File: src/rasr_pkg.sv
/*
  Shared constants and types for the reset and address select registers.
  Assumes a byte-wide register access port driven by the serial bus slave.
*/
package rasr_pkg;
  localparam logic [7:0] ADDR_REG_OFS   = 8'h00;
  localparam logic [7:0] RESET_REG_OFS  = 8'h01;
  localparam int         ADDR_SEL_BIT   = 0;
  localparam int         VIDEO_RST_BIT  = 4;
  localparam int         FULL_RST_BIT   = 1;
  localparam int         LOGIC_RST_BIT  = 0;
  localparam logic       ADDR_SEL_RESET = 1'b0;
  localparam logic [2:0] RESET_REG_INIT = 3'h0;
  localparam int         RST_PULSE_CYC  = 4;

  typedef struct packed {
    logic       wr;
    logic [7:0] addr;
    logic [7:0] wdata;
  } rasr_req_t;

  typedef struct packed {
    logic video;
    logic full;
    logic logic_only;
  } rasr_rst_t;
endpackage

File: src/rasr_regs.sv
/*
  Device address select register and self-clearing reset control register.
  Assumes the serial bus slave presents one-cycle write strobes with address
  and data, and reads combinationally by address. Strap value is sampled
  outside and held stable.
*/
// Contract
// RULE1: Select bit 0 uses strap address; 1 uses programmable address field.
// RULE2: Writing bit 4 resets video input logic, then clears itself.
// RULE3: Writing bit 1 resets all logic and registers, then self-clears.
// RULE4: Host should then set bridge control bit 1 to restore loaded values.
// RULE5: Writing bit 0 resets logic but keeps general registers, self-clears.
// RULE6: Logic-only reset reloads strap-defaulted registers from the strap.
// RULE7: Logic-only reset also restores the listed registers to defaults.
// RULE8: Host issues resets this way only in the 3.3V signalling mode.
// RULE9: Register zero bits 7:1 hold read-write address defaulting to strap.
// RULE10: Reset bits read 1 only while their reset runs, then clear.
module rasr_regs
  import rasr_pkg::*;
#(
  parameter int PULSE_CYC = RST_PULSE_CYC
)
(
  input  wire logic             clk_sys_i,
  input  wire logic             arst_n_i,
  input  wire rasr_pkg::rasr_req_t req_i,
  output logic [7:0]            rdata_o,
  input  wire logic [6:0]       address_strap_pin_i,
  output logic [6:0]            active_address_o,
  output rasr_pkg::rasr_rst_t   rst_o,
  output logic                  defaults_restore_o
);
  import rasr_pkg::*;

  logic [6:0] dev_addr_reg, dev_addr_next;
  logic       addr_sel_reg, addr_sel_next;
  logic       strap_loaded_reg, strap_loaded_next;
  rasr_rst_t  rst_reg, rst_next;
  logic [2:0] pulse_next;
  logic       wr_addr, wr_rst;

  assign wr_addr = req_i.wr && req_i.addr == ADDR_REG_OFS;
  assign wr_rst  = req_i.wr && req_i.addr == RESET_REG_OFS;

  // Each reset bit holds for PULSE_CYC cycles, then drops by itself.
  genvar g;
  generate
    for (g = 0; g < 3; g++)
    begin : g_rst
      localparam int B = (g == 2) ? VIDEO_RST_BIT
                       : (g == 1) ? FULL_RST_BIT : LOGIC_RST_BIT;
      logic [2:0] cnt_reg;
      logic [2:0] cnt_next;
      always_comb
      begin
        cnt_next = cnt_reg;
        if (wr_rst && req_i.wdata[B])  // [RULE2] [RULE3] [RULE5]
          cnt_next = 3'(PULSE_CYC);
        else if (cnt_reg != 3'h0)      // [RULE10]
          cnt_next = cnt_reg - 3'h1;
      end
      always_ff @(posedge clk_sys_i or negedge arst_n_i)
      begin
        if (!arst_n_i)
          cnt_reg <= RESET_REG_INIT;
        else
          cnt_reg <= cnt_next;
      end
      // The bit follows the next count, so it rises right after the strobe.
      assign pulse_next[g] = cnt_next != 3'h0;
    end
  endgenerate

  always_comb
  begin
    rst_next.video      = pulse_next[2];
    rst_next.full       = pulse_next[1];
    rst_next.logic_only = pulse_next[0];
    dev_addr_next     = dev_addr_reg;
    addr_sel_next     = addr_sel_reg;
    strap_loaded_next = 1'b1;
    // The strap is caught after reset release, never under async reset.
    if (!strap_loaded_reg || rst_reg.full || rst_reg.logic_only)
    begin
      dev_addr_next = address_strap_pin_i;                // [RULE6] [RULE9]
      if (rst_reg.full)
        addr_sel_next = ADDR_SEL_RESET;                   // [RULE3]
    end
    else if (wr_addr)
    begin
      dev_addr_next = req_i.wdata[7:1];                   // [RULE9]
      addr_sel_next = req_i.wdata[ADDR_SEL_BIT];
    end
  end

  always_ff @(posedge clk_sys_i or negedge arst_n_i)
  begin
    if (!arst_n_i)
    begin
      dev_addr_reg     <= 7'h00;
      addr_sel_reg     <= ADDR_SEL_RESET;
      strap_loaded_reg <= 1'b0;
      rst_reg          <= '0;
    end
    else
    begin
      dev_addr_reg     <= dev_addr_next;
      addr_sel_reg     <= addr_sel_next;
      strap_loaded_reg <= strap_loaded_next;
      rst_reg          <= rst_next;
    end
  end

  // Strap path is used until software selects the programmable field.
  assign active_address_o = addr_sel_reg ? dev_addr_reg
                                         : address_strap_pin_i; // [RULE1]
  assign rst_o = rst_reg;
  // Listed non-strap registers live elsewhere; they follow this strobe.
  assign defaults_restore_o = rst_reg.logic_only;              // [RULE7]

  always_comb
  begin
    rdata_o = 8'h00;
    if (req_i.addr == ADDR_REG_OFS)
      rdata_o = {dev_addr_reg, addr_sel_reg};
    else if (req_i.addr == RESET_REG_OFS)
    begin
      rdata_o[VIDEO_RST_BIT] = rst_reg.video;                  // [RULE10]
      rdata_o[FULL_RST_BIT]  = rst_reg.full;
      rdata_o[LOGIC_RST_BIT] = rst_reg.logic_only;
    end
  end
endmodule

File: config.mk
export PLATFORM = sky130hd
export DESIGN_NAME = rasr_regs
export DESIGN_NICKNAME = d
export VERILOG_FILES = /design/src/rasr_pkg.sv /design/src/rasr_regs.sv
export SDC_FILE = /design/constraint.sdc
export NUM_CORES = 1
export LEC_CHECK = 0
export CAP_MARGIN = 20
export CORE_MARGIN = 2
export CORE_UTILIZATION = 55
export DETAILED_ROUTE_END_ITERATION = 8
export DONT_BUFFER_PORTS = 1
export PLACE_DENSITY = 0.7
export SYNTH_ARGS = -nofsm -noshare
export SYNTH_HDL_FRONTEND = slang
export SYNTH_SLANG_ARGS = --single-unit
File: constraint.sdc
create_clock -name clk_sys_i -period 3.17 [get_ports clk_sys_i]
set_input_delay 0.634 -clock clk_sys_i [delete_from_list [all_inputs] [get_ports clk_sys_i]]
set_output_delay 0.634 -clock clk_sys_i [all_outputs]
set_load 0.005 [all_outputs]
==> out/qor.csv <==
stage,metric,value,unit
place,placed cell area,0.00142,sq mm
pwr,Max VDD drop,0.387,mV
clocking,CTS max path bufs,2,
drt,Wirelength per Cell,15.5,um
timing,Rel. slew slack,40.5,%
timing,Worst-Margin Slew,0.890,ns
pwr,Final Power,873,uW
synthesis,most used flip-flop cell after synthesis,dfrtp_1,
clocking,Sink Count,21,
critical_path,"Largest stage delay, worst path",0.62,ns
final_layout,layout cells sized above 1,17.9,%
clocking,setup bufs post-CTS,0,
critical_path,CP endpoint,rdata_o[5],
worst_hold_path,worst hold path type,primary input to register,
die,die width,54.9,um
run_status,status,"complete, no violations",
clocking,CTS tree,yes,
drt,DRT Wirelength,2.72,mm
drt,first drt pass iteration count,4,
clocking,H-Tree Depth,1,
synthesis,mean post-synth cell area,9.88,sq um
timing,Min Hold Slack,0.452,ns
clocking,clk slew on worst S/H paths,0.11,ns
critical_path,critical path class,primary input to primary output,
critical_path,critical path required time,2.54,ns
clocking,CTS Root Cell,clkbuf_4,
clocking,cts bufs inserted,3,
global_routing,first-pass GRT wire length,4.22,mm
synthesis,share of the synthesized area in the top cell type,36.9,%
final_layout,register area,526,sq um
pwr,Pwr Density,593,mW/mm^2
final_layout,Layout area overhead,3.43,%
global_routing,GRT overflow,0,
final_layout,final net count,181,
place,GPL Wtd Cong,0.748,
final_layout,Fillers,214,
synthesis,Mapped Area,0.00142,sq mm
final_layout,multi-input logic area,785,sq um
synthesis,ys async rst share,100,%
global_routing,initial antenna violation count,0,
critical_path,CP max FO,8,
critical_path,cells on worst reg2reg path,3,
clocking,"Hold-fix buffers, CTS",2,
critical_path,Worst setup startpoint,req_i[13],
global_routing,GRT Resource Usage Total,20.1,%
critical_path,CP max stage cell,or4_4,
die,Initial Utilization,58.0,%
synthesis,syn_nets,179,
synthesis,Synth cell types,27,
critical_path,crit path DAT,1.77,ns
synthesis,Cells after Synth,144,
pwr,Leakage Power,0.000648,uW
die,die area,0.00301,sq mm
final_layout,post-layout util,59.9,%
timing,Tcrit/Tclk final,75.7,%
die,Top Ports,45,
clocking,post-CTS sizing,0,
critical_path,Setup crit start kind,primary input,
drt,vias,1009,
synthesis,post-synthesis cell type with the largest combined area,dfrtp_1,
drt,DR vias/cell,5.77,
drt,Iter 0 DRT Violations,6,
timing,FMAX,417,MHz
synthesis,post-synthesis register bit count,21,
place,dpl hpwl,2.10,mm
synthesis,Post-synth EDFFs,0,
drt,ANT nets after route,0,
timing,fin crit period,2.40,ns
synthesis,yosys warns,0,
critical_path,R2R setup slack,1.47,ns
die,Rows,18,
global_routing,largest net degree at the start of global routing,12,
synthesis,Area contributors post-synth,"dfrtp_1 37%, ha_1 7.9%, o221ai_2 7.4%",
timing,RSZ-0062 raised after global routing,false,
timing,Final Max Tran Viols,0,
critical_path,RR Endpoint,dev_addr_reg[5]$_DFFE_PN0P_,
timing,Final Hold Fails,0,
timing,Setup TNS,0,ns
final_layout,max FFs per register,9,
flow_run,max_cap viols,0,
timing,skew final,0.000895,ns
critical_path,Crit. End Element,primary output,
global_routing,vias in the first global route,970,
final_layout,ANT cells,0,
die,Core Area,0.00245,sq mm
drt,number of remaining DRC errors,0,
synthesis,register area share after synthesis,36.9,%
final_layout,Final Cell Area,0.00147,sq mm
die,die height,54.9,um
critical_path,CP cell instances,"or4_4, nor2_1, and2_1",
clocking,clock insertion delay at the later pin of the skew report,0.30,ns
place,I/O Buffers,0,
critical_path,Reg-to-Reg Start,rst_o[1]$_DFF_PN0_,
timing,final setup vio count,0,
[worst max-delay path: cells and delay by family]
| family | cells | cell delay (ns) |
|---|---|---|
| simple gates | 3 | 1.13 |
[Yosys cell counts, types with 2 or more instances]
cell type	instances
a21oi_1	3
a31oi_1	3
and2_1	5
and3b_1	3
buf_6	3
clkbuf_1	3
dfrtp_1	21
ha_1	9
inv_1	16
mux2_2	7
mux2i_1	4
nand2_1	22
nor2_1	13
nor4_2	2
nor4_4	2
o221ai_2	7
or2_1	5
or3_1	4
or4_4	2
xor2_1	3
[where the power goes]
| part | internal [uW] | total (uW) | switching [uW] |
|---|---|---|---|
| Clock | 49.0 | 127 | 78.3 |
| Combinational | 164 | 348 | 184 |
| Sequential | 340 | 397 | 57.3 |
[stage by stage]
step / worst slack (ns) / instances
after floorplan: 0.858 / 144
after global placement: 0.794 / 168
after detailed placement: 0.753 / 168
after CTS: 0.754 / 174
after global routing: 0.721 / 175
final: 0.770 / 175
[worst min path at each step]
stage                           startpoint                           to  slack, ns  depth (start not counted)
floorplan                         arst_n_i     addr_sel_reg$_DFFE_PN0P_       0.34                          0
global placement                  arst_n_i  dev_addr_reg[4]$_DFFE_PN0P_       0.34                          0
detailed placement                arst_n_i  dev_addr_reg[5]$_DFFE_PN0P_       0.34                          0
CTS                               arst_n_i  dev_addr_reg[1]$_DFFE_PN0P_    0.00003                          0
global route        address_strap_pin_i[4]  dev_addr_reg[4]$_DFFE_PN0P_       0.43                          2
finish              address_strap_pin_i[6]  dev_addr_reg[6]$_DFFE_PN0P_       0.45                          2
[layout by cell type (no fill, tap or decap), types with 3 or more instances in the layout]
cell	netlist	final
nand2_1	22	22
dfrtp_1	21	21
inv_1	16	16
nor2_1	13	13
ha_1	9	9
mux2_2	7	7
o221ai_2	7	7
or2_1	5	5
and2_1	5	5
or3_1	4	4
mux2i_1	4	4
xor2_1	3	3
a21oi_1	3	3
and3b_1	3	3
a31oi_1	3	3
clkbuf_4	0	3
dlygate4sd3_1	0	3
[area by class of cell]
type,count,area share [%]
Clock buffer,4,1.79
Sequential cell,21,35.7
Inverter,16,4.08
Multi-Input combinational cell,100,53.3
Timing Repair Buffer,4,2.55
Tap cell,30,2.55
[layer usage]
| layer | wire [um] | track usage (%) | part of all wire, % |
|---|---|---|---|
| met5 | 0 | 0 | 0 |
| met4 | 36 | 5.42 | 1.3 |
| met3 | 194 | 6.56 | 7.1 |
| met2 | 1390 | 35.9 | 51 |
| met1 | 1100 | 22.7 | 40 |
[cells by family (layout without fill, tap and decap cells)]
kind of cell             count (synthesis)  after routing  synth area share (%)
AND/OR/NAND/NOR                         63             63                  27.0
other                                    1              1                 0.264
flip-flops                              21             21                  36.9
multiplexers                            11             11                  8.36
AO/OA/AOI/OAI                           13             13                  9.76
XOR/XNOR                                 3              3                  1.85
adder cells (fa/ha/maj)                  9              9                  7.92
buffers and inverters                   23             24                  7.92
Note: power is estimated with default switching activity, not from simulation.
